**src/design/hric_pkg.sv**
```systemverilog
// Notes on behaviour
// - Standard inductance high byte, read-only, at 0x24
// - Reference count is high byte times 256 plus low
// - Conversion lasts count times 16 plus 55 clocks; here only the count window does, and results come every count times 16 plus 81
// - Larger count gives longer, finer, slower conversions
// - Offset bytes at 0x32/0x33 adjust high-resolution results
// - Divider field selects sensor divide by 1/2/4/8
// - Zero offset result scales sensor over reference
package hric_pkg;
   // Register offsets
   localparam logic [6:0]  ADDR_L_HIGH     = 7'h24;
   localparam logic [6:0]  ADDR_RC_LOW     = 7'h30;
   localparam logic [6:0]  ADDR_RC_HIGH    = 7'h31;
   localparam logic [6:0]  ADDR_OFS_LOW    = 7'h32;
   localparam logic [6:0]  ADDR_OFS_HIGH   = 7'h33;
   localparam logic [6:0]  ADDR_CFG        = 7'h34;
   localparam logic [7:0]  RESET_BYTE      = 8'h00;
   localparam logic [7:0]  UNMAPPED_BYTE   = 8'h00;
   // Configuration divider field
   localparam int          DIV_LSB         = 0;
   localparam int          DIV_W           = 2;
   // Conversion timing in reference clock periods
   localparam logic [20:0] CONV_FIXED      = 21'h000037;
   localparam logic [15:0] REFERENCE_COUNT_MIN      = 16'h0002;
   localparam logic [4:0]  DIV_LAST_STEP   = 5'h17;
   localparam logic [23:0] RESULT_FULL     = 24'hFFFFFF;
   // Serial framing
   localparam int          SPI_RW_BIT      = 7;
   localparam logic [3:0]  CMD_LAST_BIT    = 4'h7;
   localparam logic [3:0]  DATA_FIRST_BIT  = 4'h8;
   localparam logic [3:0]  DATA_LAST_BIT   = 4'hF;
   // Pin synchroniser lanes and their idle levels
   localparam int          PIN_COUNT       = 4;
   localparam int          PIN_SCLK        = 0;
   localparam int          PIN_CSB         = 1;
   localparam int          PIN_SDI         = 2;
   localparam int          PIN_SENSOR      = 3;
   localparam logic [3:0]  PIN_IDLE        = 4'h2;

   typedef enum logic [1:0] {S_IDLE, S_COUNT, S_DIVIDE, S_DONE} hric_conv_state_type;
endpackage

```
**src/design/hric_conv_if.sv**
```systemverilog
`timescale 1ns/1ns
interface hric_conv_if;
   logic [15:0] ref_count;
   logic [15:0] offset;
   logic [1:0]  sensor_div;
   logic        sensor_edge;
   logic [23:0] result;
   logic        result_valid;
   logic        busy;
   modport ctrl (output ref_count, offset, sensor_div, sensor_edge, input result, result_valid, busy);
   modport conv (input ref_count, offset, sensor_div, sensor_edge, output result, result_valid, busy);
endinterface

```
**src/design/hric_conv.sv**
```systemverilog
`timescale 1ns/1ns
module hric_conv
   import hric_pkg::*;
(
   input wire logic mclk,
   input wire logic rst_b,
   hric_conv_if.conv cv
);
   hric_conv_state_type st_reg, st_next;
   logic [20:0] refcnt_reg, refcnt_next;
   logic [20:0] limit_reg, limit_next;
   logic [20:0] edges_reg, edges_next;
   logic [2:0]  pre_reg, pre_next;
   logic [21:0] rem_reg, rem_next;
   logic [23:0] quo_reg, quo_next;
   logic [4:0]  step_reg, step_next;
   logic [23:0] result_reg, result_next;
   logic        valid_reg, valid_next;
   logic        busy_reg, busy_next;
   logic [21:0] rem_shift;
   logic [24:0] diff;
   logic [20:0] len_reg;

   // Sensor edges that survive the divider
   function automatic logic [2:0] div_mask(input logic [1:0] d);
      case (d)
         2'h0:    div_mask = 3'h0;
         2'h1:    div_mask = 3'h1;
         2'h2:    div_mask = 3'h3;
         default: div_mask = 3'h7;
      endcase
   endfunction

   // Count window, then long division of edges scaled by 2^24 over window
   always_comb begin
      st_next = st_reg;
      refcnt_next = refcnt_reg;
      limit_next = limit_reg;
      edges_next = edges_reg;
      pre_next = pre_reg;
      rem_next = rem_reg;
      quo_next = quo_reg;
      step_next = step_reg;
      result_next = result_reg;
      valid_next = 1'h0;
      rem_shift = {rem_reg[20:0], 1'h0};
      diff = {1'h0, quo_reg} - {1'h0, cv.offset, 8'h00};
      case (st_reg)
         S_IDLE: begin
            // A count below the minimum never starts, so reset zero stays idle
            if (cv.ref_count >= REFERENCE_COUNT_MIN) begin
               limit_next = {1'h0, cv.ref_count, 4'h0} + CONV_FIXED;
               refcnt_next = 21'h000000;
               edges_next = 21'h000000;
               pre_next = 3'h0;
               st_next = S_COUNT;
            end
         end
         S_COUNT: begin
            refcnt_next = refcnt_reg + 21'h000001;
            if (cv.sensor_edge) begin
               pre_next = pre_reg + 3'h1;
               if ((pre_reg & div_mask(cv.sensor_div)) == div_mask(cv.sensor_div)) begin
                  edges_next = edges_reg + 21'h000001;
               end
            end
            if (refcnt_reg == limit_reg - 21'h000001) begin
               step_next = 5'h00;
               quo_next = 24'h000000;
               rem_next = {1'h0, edges_next};
               // Sensor faster than the window allows: clamp instead of wrapping
               if (edges_next >= limit_reg) begin
                  quo_next = RESULT_FULL;
                  st_next = S_DONE;
               end else begin
                  st_next = S_DIVIDE;
               end
            end
         end
         S_DIVIDE: begin
            if (rem_shift >= {1'h0, limit_reg}) begin
               rem_next = rem_shift - {1'h0, limit_reg};
               quo_next = {quo_reg[22:0], 1'h1};
            end else begin
               rem_next = rem_shift;
               quo_next = {quo_reg[22:0], 1'h0};
            end
            step_next = step_reg + 5'h01;
            if (step_reg == DIV_LAST_STEP) begin
               st_next = S_DONE;
            end
         end
         S_DONE: begin
            result_next = diff[24] ? 24'h000000 : diff[23:0];
            valid_next = 1'h1;
            st_next = S_IDLE;
         end
         default: st_next = S_IDLE;
      endcase
      // Busy is registered so the top output comes from a flop
      busy_next = (st_next != S_IDLE);
   end

   always_ff @(posedge mclk or negedge rst_b) begin
      if (!rst_b) begin
         st_reg <= S_IDLE;
         refcnt_reg <= 21'h000000;
         limit_reg <= 21'h000000;
         edges_reg <= 21'h000000;
         pre_reg <= 3'h0;
         rem_reg <= 22'h000000;
         quo_reg <= 24'h000000;
         step_reg <= 5'h00;
         result_reg <= 24'h000000;
         valid_reg <= 1'h0;
         busy_reg <= 1'h0;
      end else begin
         st_reg <= st_next;
         refcnt_reg <= refcnt_next;
         limit_reg <= limit_next;
         edges_reg <= edges_next;
         pre_reg <= pre_next;
         rem_reg <= rem_next;
         quo_reg <= quo_next;
         step_reg <= step_next;
         result_reg <= result_next;
         valid_reg <= valid_next;
         busy_reg <= busy_next;
      end
   end

   assign cv.result = result_reg;
   assign cv.result_valid = valid_reg;
   assign cv.busy = busy_reg;

   // Independent length counter for checking the window
   always_ff @(posedge mclk or negedge rst_b) begin
      if (!rst_b) begin
         len_reg <= 21'h000000;
      end else begin
         len_reg <= (st_reg == S_COUNT) ? len_reg + 21'h000001 : 21'h000000;
      end
   end
endmodule

```
**src/design/hric_top.sv**
```systemverilog
`timescale 1ns/1ns
module hric_top
   import hric_pkg::*;
(
   input  wire logic        mclk,
   input  wire logic        rst_b,
   input  wire logic        spi_sclk,
   input  wire logic        spi_csb,
   input  wire logic        spi_sdi,
   output logic             spi_sdo,
   output logic             spi_sdo_oe,
   input  wire logic        sensor_clk,
   input  wire logic [15:0] l_result_in,
   input  wire logic        l_result_load,
   output logic [23:0]      hires_result,
   output logic             hires_result_valid,
   output logic             hires_busy
);
   hric_conv_if cv_bus ();

   logic [3:0] pins;
   logic [3:0] s1_reg, s2_reg, s3_reg, filt_reg, prev_reg;
   logic [3:0] filt_next;
   logic       sclk_rise, sclk_fall;

   logic [3:0] bit_cnt_reg, bit_cnt_next;
   logic [7:0] shift_reg, shift_next;
   logic       rw_reg, rw_next;
   logic [6:0] addr_reg, addr_next;
   logic [7:0] out_reg, out_next;
   logic       sdo_reg, sdo_next;
   logic       sdo_oe_reg, sdo_oe_next;
   logic       wr_en;
   logic [7:0] wr_data;

   logic [7:0] lh_reg, lh_next;
   logic [7:0] rcl_reg, rcl_next;
   logic [7:0] rch_reg, rch_next;
   logic [7:0] ofl_reg, ofl_next;
   logic [7:0] ofh_reg, ofh_next;
   logic [7:0] cfg_reg, cfg_next;

   hric_conv u_conv (
      .mclk  (mclk),
      .rst_b (rst_b),
      .cv    (cv_bus)
   );

   assign pins = {sensor_clk, spi_sdi, spi_csb, spi_sclk};

   // A lane only changes once stages two and three agree
   genvar gi;
   for (gi = 0; gi < PIN_COUNT; gi++) begin : g_sync
      assign filt_next[gi] = (s2_reg[gi] == s3_reg[gi]) ? s2_reg[gi] : filt_reg[gi];
   end

   always_ff @(posedge mclk or negedge rst_b) begin
      if (!rst_b) begin
         s1_reg <= PIN_IDLE;
         s2_reg <= PIN_IDLE;
         s3_reg <= PIN_IDLE;
         filt_reg <= PIN_IDLE;
         prev_reg <= PIN_IDLE;
      end else begin
         s1_reg <= pins;
         s2_reg <= s1_reg;
         s3_reg <= s2_reg;
         filt_reg <= filt_next;
         prev_reg <= filt_reg;
      end
   end

   assign sclk_rise = filt_reg[PIN_SCLK] & ~prev_reg[PIN_SCLK];
   assign sclk_fall = ~filt_reg[PIN_SCLK] & prev_reg[PIN_SCLK];

   // Read-back map; unmapped offsets answer zero
   function automatic logic [7:0] reg_read(input logic [6:0] a);
      case (a)
         ADDR_L_HIGH:   reg_read = lh_reg;
         ADDR_RC_LOW:   reg_read = rcl_reg;
         ADDR_RC_HIGH:  reg_read = rch_reg;
         ADDR_OFS_LOW:  reg_read = ofl_reg;
         ADDR_OFS_HIGH: reg_read = ofh_reg;
         ADDR_CFG:      reg_read = cfg_reg;
         default:       reg_read = UNMAPPED_BYTE;
      endcase
   endfunction

   // Serial slave: command byte, then data bytes with address increment
   always_comb begin
      bit_cnt_next = bit_cnt_reg;
      shift_next = shift_reg;
      rw_next = rw_reg;
      addr_next = addr_reg;
      out_next = out_reg;
      sdo_next = sdo_reg;
      sdo_oe_next = sdo_oe_reg;
      wr_en = 1'h0;
      wr_data = shift_reg;
      if (filt_reg[PIN_CSB]) begin
         bit_cnt_next = 4'h0;
         sdo_next = 1'h0;
         sdo_oe_next = 1'h0;
      end else if (sclk_rise) begin
         shift_next = {shift_reg[6:0], filt_reg[PIN_SDI]};
         bit_cnt_next = bit_cnt_reg + 4'h1;
         if (bit_cnt_reg == CMD_LAST_BIT) begin
            rw_next = shift_next[SPI_RW_BIT];
            addr_next = shift_next[6:0];
            if (shift_next[SPI_RW_BIT]) begin
               out_next = reg_read(shift_next[6:0]);
               sdo_next = out_next[7];
               sdo_oe_next = 1'h1;
            end
         end else if (bit_cnt_reg == DATA_LAST_BIT) begin
            // Burst: wrap into the next data byte at the next address
            bit_cnt_next = DATA_FIRST_BIT;
            addr_next = addr_reg + 7'h01;
            wr_en = ~rw_reg;
            wr_data = shift_next;
            if (rw_reg) begin
               out_next = reg_read(addr_next);
               sdo_next = out_next[7];
            end
         end
      end else if (sclk_fall && rw_reg && bit_cnt_reg > DATA_FIRST_BIT) begin
         // Next bit goes out on the falling edge for the host to take on the rise
         sdo_next = out_reg[6];
         out_next = {out_reg[6:0], 1'h0};
      end
   end

   always_ff @(posedge mclk or negedge rst_b) begin
      if (!rst_b) begin
         bit_cnt_reg <= 4'h0;
         shift_reg <= 8'h00;
         rw_reg <= 1'h0;
         addr_reg <= 7'h00;
         out_reg <= 8'h00;
         sdo_reg <= 1'h0;
         sdo_oe_reg <= 1'h0;
      end else begin
         bit_cnt_reg <= bit_cnt_next;
         shift_reg <= shift_next;
         rw_reg <= rw_next;
         addr_reg <= addr_next;
         out_reg <= out_next;
         sdo_reg <= sdo_next;
         sdo_oe_reg <= sdo_oe_next;
      end
   end

   // Register file; writes to the read-only byte are dropped
   always_comb begin
      lh_next = lh_reg;
      rcl_next = rcl_reg;
      rch_next = rch_reg;
      ofl_next = ofl_reg;
      ofh_next = ofh_reg;
      cfg_next = cfg_reg;
      if (l_result_load) begin
         lh_next = l_result_in[15:8];
      end
      if (wr_en) begin
         case (addr_reg)
            ADDR_RC_LOW:   rcl_next = wr_data;
            ADDR_RC_HIGH:  rch_next = wr_data;
            ADDR_OFS_LOW:  ofl_next = wr_data;
            ADDR_OFS_HIGH: ofh_next = wr_data;
            ADDR_CFG:      cfg_next = wr_data;
            default:       ;
         endcase
      end
   end

   always_ff @(posedge mclk or negedge rst_b) begin
      if (!rst_b) begin
         lh_reg <= RESET_BYTE;
         rcl_reg <= RESET_BYTE;
         rch_reg <= RESET_BYTE;
         ofl_reg <= RESET_BYTE;
         ofh_reg <= RESET_BYTE;
         cfg_reg <= RESET_BYTE;
      end else begin
         lh_reg <= lh_next;
         rcl_reg <= rcl_next;
         rch_reg <= rch_next;
         ofl_reg <= ofl_next;
         ofh_reg <= ofh_next;
         cfg_reg <= cfg_next;
      end
   end

   assign cv_bus.ref_count = {rch_reg, rcl_reg};
   assign cv_bus.offset = {ofh_reg, ofl_reg};
   assign cv_bus.sensor_div = cfg_reg[DIV_LSB +: DIV_W];
   assign cv_bus.sensor_edge = filt_reg[PIN_SENSOR] & ~prev_reg[PIN_SENSOR];

   assign spi_sdo = sdo_reg;
   assign spi_sdo_oe = sdo_oe_reg;
   assign hires_result = cv_bus.result;
   assign hires_result_valid = cv_bus.result_valid;
   assign hires_busy = cv_bus.busy;
endmodule

```
**config.mk**
```make
export PLATFORM = sky130hd
export DESIGN_NAME = hric_top
export DESIGN_NICKNAME = d
export VERILOG_FILES = /design/src/design/hric_pkg.sv /design/src/design/hric_conv_if.sv /design/src/design/hric_conv.sv /design/src/design/hric_top.sv
export SDC_FILE = /design/constraint.sdc
export NUM_CORES = 1
export LEC_CHECK = 0
export BUFFER_PORTS_ARGS = -buffer_cell sky130_fd_sc_hd__buf_4
export CAP_MARGIN = 10
export CORE_UTILIZATION = 57
export CTS_CLUSTER_DIAMETER = 80
export DETAILED_ROUTE_END_ITERATION = 10
export GPL_ROUTABILITY_DRIVEN = 0
export PLACE_DENSITY = 0.88
export SYNTH_ARGS = -nofsm -noshare
export SYNTH_HDL_FRONTEND = slang
export SYNTH_SLANG_ARGS = --single-unit
export TNS_END_PERCENT = 20
```
**constraint.sdc**
```tcl
create_clock -name mclk -period 3.5 [get_ports mclk]
set_input_delay 0.525 -clock mclk [delete_from_list [all_inputs] [get_ports mclk]]
set_output_delay 0.525 -clock mclk [all_outputs]
set_load 0.02 [all_outputs]
```
==> reports/results.tsv <==
stage	metric	value	unit
drt	DR WL/cell	20.10	µm
synth	Synth Area in Adders	6.783	%
placement	Placed Area	15150	µm²
clock_tree	Skew-Pair Late Insertion Delay	0.53	ns
synth	Synth area leaders	dfrtp_1 (42%), ha_1 (6.4%), nand2_1 (6.1%), o21ai_0 (5.1%), nand3_1 (4.2%)	
die	I/O Pins	51	
timing	final-report max-slew violation count	0	
job	Maximum Capacitance Violations	0	
die	die height	158.6	µm
setup_path	CP max stage delay	0.47	ns
global_routing	GRT Total Usage	31.66	%
timing	Setup Viol. Count Final	25	
global_routing	antenna violations before repair	0	
setup_path	CP Class	flop to flop	
die	core area	23750	µm²
timing	Hold WS	0.002062	ns
setup_path	delay-heaviest family, CP	simple AND/OR/NAND/NOR gates	
drt	vias per inst	6.570	
setup_path	Critical Path Stages	16	
setup_path	Reg2Reg Depth	16	
global_routing	first-pass GRT wire length	62980	µm
synth	commonest cells in the netlist	dfrtp_1 (232), nand2_1 (227), o21ai_0 (143)	
synth	synthesized flop and latch total	236	
cells_and_area	Fill cells	1597	
synth	mapped cell area	13980	µm²
synth	Post-synth EDFFs	0	
cells_and_area	Nets	1728	
setup_path	Worst R2R Start	cfg_reg[1]$_DFFE_PN0P_	
global_routing	Overflow after GRT	0	
synth	most numerous cell in the Yosys netlist	dfrtp_1	
status	failing checks	negative setup slack	
timing	Final Cycle Share	104.9	%
drt	final wirelength	39600	µm
pwr	PwrDens	367.0	nW/µm²
pwr	VDD IR max	386.1	µV
status	outcome	finished with violations	
synth	ys flop type	dfrtp_1	
placement	detailed placement HPWL	26630	µm
synth	post-synthesis mux area share	4.018	%
min_path	Hold Crit Class	input pin to asynchronous set/reset pin	
setup_path	RR Endpoint	u_conv.quo_reg[1]$_DFFE_PN0P_	
setup_path	register-to-register setup slack	-0.17	ns
synth	largest family of logic cells by synthesized area	simple AND/OR/NAND/NOR gates	
clock_tree	Sink Count	236	
clock_tree	CTS tree	yes	
synth	xor/xnor share of the synthesized area	5.826	%
drt	vias	12943	
setup_path	Setup crit end kind	flop	
synth	top-area cell type share of the netlist area	41.52	%
timing	Worst-Margin Slew	1.037	ns
cells_and_area	Reg area	5914	µm²
setup_path	worst setup path endpoint	u_conv.quo_reg[1]$_DFFE_PN0P_	
die	Initial Utilization	58.87	%
clock_tree	CTS clk-pin slew, worst paths	0.07	ns
synth	Post-Synthesis Net Count	1644	
global_routing	number of global-route vias before repair	12369	
setup_path	critical path, cell by cell	nor2b_1 -> o21a_1 -> or4_4 -> nor3_4 -> xor2_2 -> ha_4 -> a2111oi_4 -> o21ai_1 -> o211ai_1 -> o2bb2ai_2 -> nand2b_1 -> o31ai_4 -> nand2b_4 -> buf_12 -> buf_12 -> nand3_1	
clock_tree	H-tree depth	1	
drt	first-iteration detailed-routing DRC count	1618	
drt	DR pass1 iterations	6	
synth	post-synthesis compound-gate area fraction	17.29	%
drt	drt drc	0	
synth	Synth Warn #	0	
die	Die ar.	25160	µm²
cells_and_area	share of layout cells above drive strength 1	16.54	%
placement	# port buffers	42	
timing	Final Skew	0.01621	ns
clock_tree	Root Driver	clkbuf_16	
pwr	total power	5.984	mW
die	die width	158.6	µm
clock_tree	clock tree buffer depth	3	
setup_path	Startpoint Class	flop	
synth	average size of a mapped cell	9.027	µm²
clock_tree	CTS buffer count	25	
setup_path	worst path bufs/invs	2	
timing	Highest Clock Rate	272.4	MHz
timing	Hold Fails Final Rpt	0	
timing	clock period minus worst slack	3.671	ns
setup_path	Worst EP required	3.92	ns
setup_path	Worst Path Arrival	4.09	ns
synth	ys async rst share	100.0	%
cells_and_area	area of the multi-input gates	7749	µm²
timing	RSZ-0062 raised after global routing	true	
timing	Setup WS post-layout	-0.1712	ns
timing	relative slew slack	30.32	%
cells_and_area	Area Overhead vs Synth	16.62	%
synth	synthesized instance count	1549	
timing	setup TNS	-2.530	ns
cells_and_area	final instance area	16310	µm²
setup_path	Critical path origin	cfg_reg[1]$_DFFE_PN0P_	
die	row cnt	56	
synth	cell taking the most area after synthesis	dfrtp_1	
setup_path	CP max-delay cell	or4_4	
setup_path	Max Fanout on Critical Path	8	
synth	post-synthesis sequential area ratio	42.27	%
synth	Synth cell types	73	
cells_and_area	number of diodes	0	
pwr	Lkg Pwr	7.601	nW
synth	Post-Synth Simple-Gate Area	19.57	%
drt	ANT nets after route	0	
global_routing	largest net degree at the start of global routing	104	
setup_path	Crit path top cell by count	buf_12	
-- area by class of cell --
cell class / instances / area share (%)
clock buffer: 32 / 4.243
clock inverter: 13 / 0.8518
inverter: 70 / 1.650
multi-input combinational: 1162 / 47.52
sequential: 236 / 36.27
tap: 319 / 2.448
timing repair buffer: 138 / 7.014
-- routing by layer --
metal	up-vias	wire [µm]	GRT usage [%]
li1	5727	-	-
met1	6248	15380	40.77
met2	791	18520	50.65
met3	177	3777	6.723
met4	0	1930	15.52
met5	-	0	0
-- worst min path at each step --
stage                                    from                         endpoint  slack (ns)  cells past startpoint
after floorplan                         rst_b          addr_reg[0]$_DFFE_PN0P_        0.23                      0
after global placement    s1_reg[0]$_DFF_PN0_              s2_reg[0]$_DFF_PN0_        0.33                      0
after detailed placement  s1_reg[2]$_DFF_PN0_              s2_reg[2]$_DFF_PN0_        0.34                      0
after CTS                               rst_b  u_conv.edges_reg[7]$_DFFE_PN0P_        0.08                      1
after global routing                    rst_b   u_conv.rem_reg[20]$_DFFE_PN0P_        0.08                      1
final                                   rst_b   u_conv.rem_reg[11]$_DFFE_PN0P_       0.002                      1
-- cell families (layout without fill, tap and decap cells) --
| group | after synthesis | count (layout) |
|---|---|---|
| DFF | 236 | 236 |
| adders and majority gates | 76 | 76 |
| buffers and inverters | 151 | 253 |
| and+or+nand+nor | 561 | 561 |
| xor gates and xnor gates | 93 | 93 |
| muxes | 53 | 53 |
| AOI/OAI and AO/OA | 379 | 379 |
-- report_power, final --
part | switching (mW) | internal, mW
sequential | 0.106 | 2.79
combinational | 0.233 | 0.135
clock | 1.16 | 1.55
-- metrics by stage --
| stage | setup slack, ns | std cells | utilization (%) |
|---|---|---|---|
| floorplan | 0.009205 | 1549 | - |
| CTS | -0.2120 | 1970 | 68.34 |
| finish | -0.1712 | 1970 | 68.65 |
| global placement | -0.3669 | 1918 | 63.77 |
| global route | -0.3597 | 1970 | 68.65 |
| detailed placement | -0.4710 | 1918 | 63.77 |
-- cells in the final DEF, fill, tap and decap left out, types with 19 or more instances in the layout --
| master | Yosys | final |
|---|---|---|
| dfrtp_1 | 232 | 229 |
| nand2_1 | 227 | 225 |
| o21ai_0 | 143 | 142 |
| buf_4 | 0 | 129 |
| nand3_1 | 117 | 100 |
| ha_1 | 71 | 69 |
| inv_1 | 70 | 67 |
| a21oi_1 | 64 | 62 |
| nor2_1 | 56 | 55 |
| xnor2_1 | 48 | 48 |
| xor2_1 | 45 | 42 |
| mux2i_1 | 28 | 28 |
| and3_1 | 25 | 25 |
| mux2_2 | 25 | 25 |
| clkbuf_16 | 0 | 25 |
| a22oi_1 | 24 | 24 |
| nor3_1 | 26 | 23 |
| o31ai_1 | 21 | 20 |
| nand4_1 | 19 | 19 |
-- timing repair --
action / 4_1_cts / 5_1_grt
gates cloned: 1 / 0
gates resized for setup: 28 / 25
hold buffers: 0 / 0
setup buffers: 6 / 1
endpoints found under the setup margin: 32 / 58
pin swaps: 11 / 6
(Power assumes the default switching activity.)
